## src/hw/eim_pkg.sv

```systemverilog
package eim_pkg;
  // Register byte offsets on the Wishbone slave
  localparam logic [7:0] EIM_OFS_PND = 8'h00;
  localparam logic [7:0] EIM_OFS_MSK = 8'h04;
  localparam logic [7:0] EIM_OFS_CTL = 8'h10;
  localparam logic [7:0] EIM_OFS_MAP0 = 8'h20;
  localparam logic [7:0] EIM_OFS_MAP1 = 8'h24;
  localparam logic [7:0] EIM_OFS_MAP2 = 8'h28;
  localparam logic [7:0] EIM_OFS_SAVE = 8'h30;
  localparam logic [7:0] EIM_OFS_STAT = 8'h34;

  localparam int EIM_NPIN = 8;
  localparam int EIM_NSRC = 10;
  localparam int EIM_NMAP = 3;

  // Control register fields
  localparam int EIM_CTL_W = 14;
  localparam int EIM_CTL_MODE = 0;
  localparam int EIM_CTL_DET = 2;
  localparam int EIM_CTL_GIE = 10;
  localparam int EIM_CTL_DEB = 11;
  localparam int EIM_CTL_MOP = 12;
  localparam logic [13:0] EIM_CTL_RST = 14'h0000;

  // Pending and mask layout: pins in bits 7:0, timers in bits 13:12
  localparam int EIM_TMR_BIT = 12;
  localparam logic [15:0] EIM_PND_IMPL = 16'h30FF;
  localparam logic [15:0] EIM_MSK_RST = 16'h0000;
  localparam logic [15:0] EIM_MAP_RST = 16'h0000;

  // Mode field encodings; the spare code falls back to dedicated
  localparam logic [1:0] EIM_MODE_DED = 2'h0;
  localparam logic [1:0] EIM_MODE_EXP = 2'h1;
  localparam logic [1:0] EIM_MODE_MIX = 2'h2;

  // Mask-clear-on-service encodings
  localparam logic [1:0] EIM_MOP_NONE = 2'h0;
  localparam logic [1:0] EIM_MOP_DED = 2'h1;
  localparam logic [1:0] EIM_MOP_EXP = 2'h2;
  localparam logic [1:0] EIM_MOP_ALL = 2'h3;

  // Vector encodings
  localparam logic [3:0] EIM_VEC_LOW_DED = 4'h2;
  localparam logic [2:0] EIM_VEC_LOW_MIX = 3'h2;
  localparam logic [7:0] EIM_VEC_IGN_MAX = 8'h07;
  localparam logic [7:0] EIM_MIX_DED_PINS = 8'hE0;

  // Pin sampling
  localparam int EIM_SAMPLE_DIV = 2;
  localparam logic [2:0] EIM_DEB_SAMPLES = 3'h7;
endpackage

```

## src/hw/eim_pin_if.sv

```systemverilog
`timescale 1ns/1ps
interface eim_pin_if;
  logic tick;
  logic [7:0] fast_act;
  logic [7:0] deb_act;
  modport smp (output tick, output fast_act, output deb_act);
  modport core (input tick, input fast_act, input deb_act);
endinterface

```

## src/hw/eim_top.sv

```systemverilog
`timescale 1ns/1ps
// Notes on behaviour
// - dedicated vector is map nibble then 0010
// - map nibble zero is never delivered
// - pending holds eight pin and two timer bits
// - each dedicated source has its own mask bit
// - timer requests are always dedicated sources
// - expanded mode vector is inverted pins, pin0 LSB
// - expanded pins are always low-level, debounced
// - expanded vectors 0 to 7 are ignored
// - expanded: pins 7-4 to map0, 3-0 latched
// - expanded: mask bit 0 gates all expanded
// - expanded: pin pending bits never post
// - mixed: pins 4-0 plus 010; pins 7-5 dedicated
// - mixed: pins 4-1 to map0, pin0 latched
// - mixed: mask 0 expanded, mask 7-5 pins
// - service copies mask to may clear
// - mask clear choice: none, ded, exp, all
// - equal vectors from both kinds count expanded
// - mask never reloaded copy
// - two-bit control field selects pin mode
// - falling edge posts pending; service clears it
// - debounce needs seven consecutive low samples
// - pins sampled once every two clocks
module eim_top
  import eim_pkg::*;
(
  input wire logic clock,
  input wire logic ce,
  input wire logic rst_n,
  input wire logic wb_cyc_i,
  input wire logic wb_stb_i,
  input wire logic wb_we_i,
  input wire logic [7:0] wb_adr_i,
  input wire logic [3:0] wb_sel_i,
  input wire logic [31:0] wb_dat_i,
  output logic [31:0] wb_dat_o,
  output logic wb_ack_o,
  input wire logic [7:0] ext_request_pins_n,
  input wire logic [1:0] timer_unit_requests,
  input wire logic core_service,
  output logic int_valid,
  output logic [7:0] int_vector,
  output logic [4:0] int_priority,
  output logic int_expanded,
  output logic [15:0] saved_mask_r3,
  output logic saved_mask_strobe
);
  function automatic logic [31:0] wmerge(input logic [31:0] old,
                                         input logic [31:0] din,
                                         input logic [3:0] sel);
    logic [31:0] r;
    r = old;
    for (int b = 0; b < 4; b++) begin
      if (sel[b]) begin
        r[8*b +: 8] = din[8*b +: 8];
      end
    end
    return r;
  endfunction

  function automatic logic hit(input logic [7:0] adr,
                               input logic [7:0] ofs);
    return adr[7:2] == ofs[7:2];
  endfunction

  eim_pin_if pif ();

  eim_sampler u_sampler (
    .clock(clock),
    .ce(ce),
    .rst_n(rst_n),
    .ext_request_pins_n(ext_request_pins_n),
    .pins(pif.smp)
  );

  logic [13:0] request_control_reg;
  logic [15:0] request_mask_reg;
  logic [15:0] request_pending_reg;
  logic [15:0] vector_map_regs [EIM_NMAP];
  logic [3:0] xlow;
  logic [7:0] prev_act;
  logic [3:0] win_src;

  // Bus decode
  wire req = wb_cyc_i && wb_stb_i && !wb_ack_o;
  wire wr = req && wb_we_i;
  wire wr_pnd = wr && hit(wb_adr_i, EIM_OFS_PND);
  wire wr_msk = wr && hit(wb_adr_i, EIM_OFS_MSK);
  wire wr_ctl = wr && hit(wb_adr_i, EIM_OFS_CTL);
  wire [2:0] wr_map = {wr && hit(wb_adr_i, EIM_OFS_MAP2),
                       wr && hit(wb_adr_i, EIM_OFS_MAP1),
                       wr && hit(wb_adr_i, EIM_OFS_MAP0)};

  // Control fields
  wire [1:0] mode = request_control_reg[EIM_CTL_MODE +: 2];
  wire is_exp = (mode == EIM_MODE_EXP);
  wire is_mix = (mode == EIM_MODE_MIX);
  wire [7:0] det_edge = request_control_reg[EIM_CTL_DET +: 8];
  wire gie = request_control_reg[EIM_CTL_GIE];
  wire use_deb = request_control_reg[EIM_CTL_DEB];
  wire [1:0] mop = request_control_reg[EIM_CTL_MOP +: 2];

  // Which pins act as dedicated inputs in the current mode
  wire [7:0] role_ded = is_exp ? 8'h00 :
                        is_mix ? EIM_MIX_DED_PINS : 8'hFF;
  wire [7:0] act = use_deb ? pif.deb_act : pif.fast_act;

  // Posting: level follows the pin, edge catches a fresh assertion
  wire [7:0] pin_set = {8{pif.tick}} & role_ded &
                       ((det_edge & act & ~prev_act) |
                        (~det_edge & act));
  wire [15:0] hw_set = {2'b00, timer_unit_requests, 4'h0, pin_set};

  // Source view: 0-7 pins, 8-9 timers
  wire [9:0] src_pnd = {request_pending_reg[EIM_TMR_BIT +: 2],
                        request_pending_reg[7:0]};
  wire [9:0] src_msk = {request_mask_reg[EIM_TMR_BIT +: 2],
                        request_mask_reg[7:0]};
  wire [9:0] src_ded = {2'b11, role_ded};
  wire [7:0] dvec [EIM_NSRC];

  genvar s;
  generate
    for (s = 0; s < EIM_NSRC; s++) begin : g_vec
      assign dvec[s] = {vector_map_regs[s/4][4*(s%4) +: 4],
                        EIM_VEC_LOW_DED};
    end
  endgenerate

  logic [7:0] best_vec;
  logic [3:0] best_src;
  logic best_ok;
  always_comb begin
    best_vec = 8'h00;
    best_src = 4'h0;
    best_ok = 1'b0;
    for (int k = 0; k < EIM_NSRC; k++) begin
      if (src_pnd[k] && !src_msk[k] && src_ded[k] &&
          dvec[k][7:4] != 4'h0 &&
          dvec[k] > best_vec) begin
        best_vec = dvec[k];
        best_src = 4'(k);
        best_ok = 1'b1;
      end
    end
  end

  // Expanded vector rebuilt from the internal buffers
  wire [7:0] xvec = is_exp ?
                    {vector_map_regs[0][3:0], xlow} :
                    {vector_map_regs[0][3:0], xlow[0],
                     EIM_VEC_LOW_MIX};
  wire x_ok = (is_exp || is_mix) && !request_mask_reg[0] &&
              xvec > EIM_VEC_IGN_MAX;
  // Ties go to the expanded source
  wire use_x = x_ok && (!best_ok || xvec >= best_vec);

  wire svc = core_service && int_valid;
  wire clr_m = svc && ((mop == EIM_MOP_ALL) ||
                       (mop == EIM_MOP_DED && !int_expanded) ||
                       (mop == EIM_MOP_EXP && int_expanded));
  wire [15:0] svc_clr = (svc && !int_expanded) ?
                        (win_src >= 4'h8 ?
                         16'h0001 << (EIM_TMR_BIT + win_src - 4'h8) :
                         16'h0001 << win_src) : 16'h0000;

  wire next_valid = gie && !svc && (use_x || best_ok);
  wire [7:0] next_vec = use_x ? xvec : best_vec;

  wire [31:0] wm = wmerge(32'h0, wb_dat_i, wb_sel_i);
  wire [31:0] msk_merge = wmerge({16'h0, request_mask_reg}, wb_dat_i,
                                 wb_sel_i);
  wire [31:0] pnd_merge = wmerge({16'h0, request_pending_reg}, wb_dat_i,
                                 wb_sel_i);
  wire [31:0] ctl_merge = wmerge({18'h0, request_control_reg}, wb_dat_i,
                                 wb_sel_i);
  wire [15:0] next_msk = wr_msk ? msk_merge[15:0] : request_mask_reg;
  wire [15:0] pnd_base = wr_pnd ? pnd_merge[15:0] : request_pending_reg;
  // Hardware set beats any clear in the same cycle
  wire [15:0] next_pnd = ((pnd_base & ~svc_clr) | hw_set) & EIM_PND_IMPL;

  wire [31:0] stat = {17'h0, int_expanded, int_valid, int_priority,
                      int_vector[7:0]};
  wire [31:0] rd_data =
    hit(wb_adr_i, EIM_OFS_PND) ? {16'h0, request_pending_reg} :
    hit(wb_adr_i, EIM_OFS_MSK) ? {16'h0, request_mask_reg} :
    hit(wb_adr_i, EIM_OFS_CTL) ? {18'h0, request_control_reg} :
    hit(wb_adr_i, EIM_OFS_MAP0) ? {16'h0, vector_map_regs[0]} :
    hit(wb_adr_i, EIM_OFS_MAP1) ? {16'h0, vector_map_regs[1]} :
    hit(wb_adr_i, EIM_OFS_MAP2) ? {16'h0, vector_map_regs[2]} :
    hit(wb_adr_i, EIM_OFS_SAVE) ? {16'h0, saved_mask_r3} :
    hit(wb_adr_i, EIM_OFS_STAT) ? stat : 32'h0000_0000;

  always_ff @(posedge clock) begin
    if (!rst_n) begin
      wb_ack_o <= 1'b0;
      wb_dat_o <= 32'h0000_0000;
    end else if (ce) begin
      wb_ack_o <= req;
      if (req) begin
        wb_dat_o <= wb_we_i ? 32'h0000_0000 : rd_data;
      end
    end
  end

  always_ff @(posedge clock) begin
    if (!rst_n) begin
      request_control_reg <= EIM_CTL_RST;
      request_pending_reg <= 16'h0000;
      prev_act <= 8'h00;
    end else if (ce) begin
      if (wr_ctl) begin
        request_control_reg <= ctl_merge[13:0];
      end
      request_pending_reg <= next_pnd;
      if (pif.tick) begin
        prev_act <= act;
      end
    end
  end

  // A serviced request saves the mask; it is never restored here
  always_ff @(posedge clock) begin
    if (!rst_n) begin
      request_mask_reg <= EIM_MSK_RST;
      saved_mask_r3 <= 16'h0000;
      saved_mask_strobe <= 1'b0;
    end else if (ce) begin
      saved_mask_strobe <= svc;
      if (svc) begin
        saved_mask_r3 <= request_mask_reg;
      end
      request_mask_reg <= clr_m ? 16'h0000 : next_msk;
    end
  end

  // Expanded buffers reuse the low nibble of map 0
  genvar m;
  generate
    for (m = 0; m < EIM_NMAP; m++) begin : g_map
      wire cap = (m == 0) && pif.tick && (is_exp || is_mix);
      always_ff @(posedge clock) begin
        if (!rst_n) begin
          vector_map_regs[m] <= EIM_MAP_RST;
        end else if (ce) begin
          if (wr_map[m]) begin
            vector_map_regs[m] <= wm[15:0] |
              (vector_map_regs[m] & ~{{8{wb_sel_i[1]}},
                                      {8{wb_sel_i[0]}}});
          end
          if (cap) begin
            vector_map_regs[m][3:0] <= is_exp ? pif.deb_act[7:4] :
                                       pif.deb_act[4:1];
          end
        end
      end
    end
  endgenerate

  always_ff @(posedge clock) begin
    if (!rst_n) begin
      xlow <= 4'h0;
    end else if (ce && pif.tick) begin
      if (is_exp) begin
        xlow <= pif.deb_act[3:0];
      end else if (is_mix) begin
        xlow <= {3'h0, pif.deb_act[0]};
      end
    end
  end

  always_ff @(posedge clock) begin
    if (!rst_n) begin
      int_valid <= 1'b0;
      int_vector <= 8'h00;
      int_priority <= 5'h00;
      int_expanded <= 1'b0;
      win_src <= 4'h0;
    end else if (ce) begin
      int_valid <= next_valid;
      int_vector <= next_vec;
      int_priority <= next_vec[7:3];
      int_expanded <= use_x;
      win_src <= best_src;
    end
  end
endmodule

```

## src/hw/eim_sampler.sv

```systemverilog
`timescale 1ns/1ps
module eim_sampler
  import eim_pkg::*;
(
  input wire logic clock,
  input wire logic ce,
  input wire logic rst_n,
  input wire logic [7:0] ext_request_pins_n,
  eim_pin_if.smp pins
);
  logic phase;
  logic [7:0] fast_q;
  logic [7:0] deb_q;

  // Pins are looked at only on every second clock
  always_ff @(posedge clock) begin
    if (!rst_n) begin
      phase <= 1'b0;
    end else if (ce) begin
      phase <= ~phase;
    end
  end

  assign pins.tick = phase;
  assign pins.fast_act = fast_q;
  assign pins.deb_act = deb_q;

  genvar i;
  generate
    for (i = 0; i < EIM_NPIN; i++) begin : g_pin
      logic [2:0] cnt;
      always_ff @(posedge clock) begin
        if (!rst_n) begin
          cnt <= 3'h0;
          fast_q[i] <= 1'b0;
          deb_q[i] <= 1'b0;
        end else if (ce && phase) begin
          fast_q[i] <= ~ext_request_pins_n[i];
          if (!ext_request_pins_n[i]) begin
            // Counter saturates so a long low holds the filtered level
            if (cnt != EIM_DEB_SAMPLES - 3'h1) begin
              cnt <= cnt + 3'h1;
            end
            deb_q[i] <= (cnt == EIM_DEB_SAMPLES - 3'h1);
          end else begin
            cnt <= 3'h0;
            deb_q[i] <= 1'b0;
          end
        end
      end
    end
  endgenerate
endmodule

```

## config.mk

```make
export PLATFORM = sky130hd
export DESIGN_NAME = eim_top
export DESIGN_NICKNAME = d
export VERILOG_FILES = /design/src/hw/eim_pkg.sv /design/src/hw/eim_pin_if.sv /design/src/hw/eim_top.sv /design/src/hw/eim_sampler.sv
export SDC_FILE = /design/constraint.sdc
export NUM_CORES = 1
export LEC_CHECK = 0
export BUFFER_PORTS_ARGS = -buffer_cell sky130_fd_sc_hd__buf_4
export CORE_MARGIN = 2
export CORE_UTILIZATION = 45
export CTS_CLUSTER_SIZE = 28
export DETAILED_ROUTE_END_ITERATION = 8
export PLACE_DENSITY = 0.73
export SLEW_MARGIN = 15
export SYNTH_ARGS = -nofsm -noshare
export SYNTH_HDL_FRONTEND = slang
export SYNTH_HIERARCHICAL = 1
export SYNTH_SLANG_ARGS = --single-unit
```

## constraint.sdc

```tcl
create_clock -name clock -period 17.3 [get_ports clock]
set_clock_uncertainty 0.05 [all_clocks]
set_input_delay 1.73 -clock clock [delete_from_list [all_inputs] [get_ports clock]]
set_output_delay 1.73 -clock clock [all_outputs]
set_load 0.1 [all_outputs]
```

==> results by group <==
Clock tree
  – Clock slew at reported path FFs: 80 ps
  – Total clock sinks: 189
  – Worst skew pair latency: 450 ps
  – Htree depth: 4
  – Clock tree from TritonCTS: done
  – Hold_buf cts: 0
  – Clock Tree Buf Depth: 2
  – Number of buffers inserted during clock tree synthesis: 17
  – Root Driver: clkbuf_16

Worst setup path
  – End point of the critical path: int_vector[4]
  – Endpoint arrival time on the critical path: 16790 ps
  – Type of the worst setup path: flip-flop to flip-flop
  – R2r startpoint: request_control_reg[1]
  – Most numerous cell on the critical path: ha_1
  – CP Launch Point: request_control_reg[1]
  – Delay of the slowest critical-path stage: 490 ps
  – Peak fanout along the critical path: 12
  – Path depth of the worst reg2reg path: 84
  – Crit path capture type: flip-flop
  – Reg-to-reg setup timing slack: 790 ps
  – Data required, critical path: 17570 ps
  – Slowest stage cell on the critical path: or4_4
  – Crit path launch type: flip-flop
  – Reg-to-Reg End: int_vector[4]

Floorplan
  – Initial Util: 0.4552
  – Placeable core area: 0.02584 sq mm
  – Floorplan die area: 0.02744 sq mm
  – DIE WIDTH: 165.7 um
  – Row Count: 59
  – Die boundary height: 165.7 um
  – Boundary pin count: 126

Flow run
  – Maxcap violations: 0

Global routing
  – Number of antenna violations at the first check in global routing: 0
  – First-pass GRT wire length: 59.16 mm
  – Largest net degree at the start of global routing: 68
  – Remaining global-route overflow: 0
  – Number of global-route vias before repair: 10300
  – Gr usage total: 0.2722

STA
  – Minimum clock period: 16510 ps
  – Final worst-path cycle share: 0.9544
  – Number of pins with negative max-slew slack in the final report: 0
  – Total Neg Setup Slack: 0 ps
  – Worst relative slew slack: 0.2851
  – Setup Viol. Count Final: 0
  – Fmax: 0.06056 GHz
  – Number of hold-slack violations in the final timing report: 0
  – Slew @ Worst Pin: 1069 ps

Routing
  – Met2 layer wire length in the routed design: 17.58 mm
  – Drt total wl: 38.66 mm
  – Routed wirelength normalized by instance count: 22.06 um
  – Number of routed nets with antenna violations: 0
  – DRC violations left: 0
  – Met3 routed WL: 3.908 mm
  – Detailed Routing Iterations Pass 1: 9
  – Total via count in the routed design: 11070
  – Highest signal layer in the routed design: met4
  – First DRT Iteration DRCs: 1592
  – Vias/cell: 6.321
  – Met1 WL: 15.41 mm

Synth
  – Async set or reset register ratio after synthesis: 0
  – Most frequently used flop master after synthesis: dfxtp_1
  – Register area share after synthesis: 0.3626
  – Yosys reg bits: 189
  – Number of enable flip-flop cells after synthesis: 48
  – Number of different library cells in the post-synthesis netlist: 100
  – Netlist Area Pre-Place: 0.01176 sq mm
  – Synthesized area per cell: 8.738 sq um
  – Cell count after synthesis: 1346
  – Count of yosys warnings during synthesis: 6

Status
  – Run status: complete, no violations

Finish
  – Post-layout nets: 1516
  – Registers with the highest flip-flop counts: vector_map_regs: 48 flops, u_sampler/g_pin.cnt: 24 flops
  – Share of post-route cells with drive strength above 1: 0.1696
  – Synthesis-to-layout area growth: 13.87%
  – Footprint of the flip-flops and latches: 0.004264 sq mm
  – Area used by multi-input combinational logic: 0.007007 sq mm
  – Largest reg by FF count: vector_map_regs
  – Number of fill cells in the layout: 2451
  – Number of flip-flops under the largest register name: 48
  – Final Cell Area: 0.01339 sq mm
  – Layout Cells excl Fill: 1752

Place
  – Cell area reported after detailed placement: 0.01262 sq mm
  – Last weighted congestion value of the routability-driven placer: 0.9793
  – Placed instance count: 1713
  – HPWL reported at the end of detailed placement: 27.93 mm
  – Input/output buffers: 89

Power
  – Overall power after layout: 1.110 mW
  – Leakage power of the design: 5.250 nW
  – IR drop worst, VDD: 0.05033 mV
  – Areal power density over the cells: 82.92 mW/mm^2

Min path
  – Source of the worst hold timing path: xlow[3]
  – Min-Delay Path Depth: 2
  – Class of the tightest hold or removal check: flip-flop to flip-flop
-- worst min path at each step --
stage / to / slack, ps
global placement: saved_mask_r3[10] / 410
detailed placement: xlow[3] / 410
global route: xlow[3] / 430
floorplan: xlow[2] / 390
finish: xlow[3] / 420
CTS: xlow[3] / 420
-- area by class of cell --
type,count,area share
Sequential cell,189,0.3184
Clock inverter,15,0.01317
Multi-Input combinational cell,1022,0.5232
Timing Repair Buffer,120,0.06726
Inverter,52,0.01457
Clock buffer,17,0.03176
Tap cell,335,0.03130
Antenna cell,2,0.0003737
-- power by group --
part	switching, mW	internal (mW)	total (mW)
registers	0.0180	0.464	0.482
clock network	0.200	0.207	0.407
logic	0.143	0.0786	0.222
-- logic make-up (layout without fill, tap and decap cells) --
group	count (synthesis)	after routing	share of synthesized area
buf+inv	150	204	0.05830
simple gates	445	445	0.1931
flops	189	189	0.3626
xor+xnor	2	2	0.001490
compound gates	436	436	0.2649
mux	70	70	0.06298
other cells	1	18	0.0003188
fa+ha+maj	53	53	0.05638
-- repair_timing --
action	in CTS	in global routing
resized for setup	0	34
hold endpoints to repair	0	0
setup buffers	0	5
setup endpoints to repair	0	12
-- stage by stage --
step,hold WS (ps),worst slack [ps],utilization
floorplan,392.0,1666,-
global placement,407.4,464.1,0.4885
detailed placement,413.7,178.2,0.4885
CTS,421.0,143.9,0.5118
global route,431.1,-102.5,0.5182
finish,422.6,788.4,0.5184
-- Yosys cell counts (30+ instances only) --
| library cell | instances | area [sq um] |
|---|---|---|
| nand2b_1 | 38 | 237.7 |
| o21ai_0 | 69 | 345.3 |
| nor2b_1 | 30 | 187.7 |
| clkbuf_1 | 60 | 225.2 |
| nor2_1 | 111 | 416.7 |
| edfxtp_1 | 48 | 1441 |
| ha_1 | 53 | 663.1 |
| dfxtp_1 | 141 | 2823 |
| nand2_1 | 139 | 521.8 |
| inv_1 | 51 | 191.4 |
| a21oi_1 | 128 | 640.6 |
| mux2i_1 | 47 | 470.5 |
-- cell usage in the layout, fill, tap and decap left out, types with 38 or more instances in the layout --
cell type | netlist | layout
inv_1 | 51 | 50
buf_4 | 24 | 120
nand2_1 | 139 | 137
dfxtp_1 | 141 | 141
mux2i_1 | 47 | 44
o21ai_0 | 69 | 62
ha_1 | 53 | 52
edfxtp_1 | 48 | 48
nor2_1 | 111 | 110
a21oi_1 | 128 | 126
nand2b_1 | 38 | 38
-- per-layer routing --
metal | GRT usage | up-vias
met3 | 0.05974 | 127
met1 | 0.3600 | 5266
met2 | 0.4310 | 598
li1 | - | 5083
met4 | 0.1149 | 0
met5 | 0 | -
-- worst max-delay path: cells and delay by family, from the launching register on --
family	cells	cell delay (ps)
mux	6	1680
compound gates	38	7040
flops	1	370
buf+inv	7	470
simple gates	22	3410
fa+ha+maj	11	3350
Note: power is estimated with default switching activity, not from simulation.
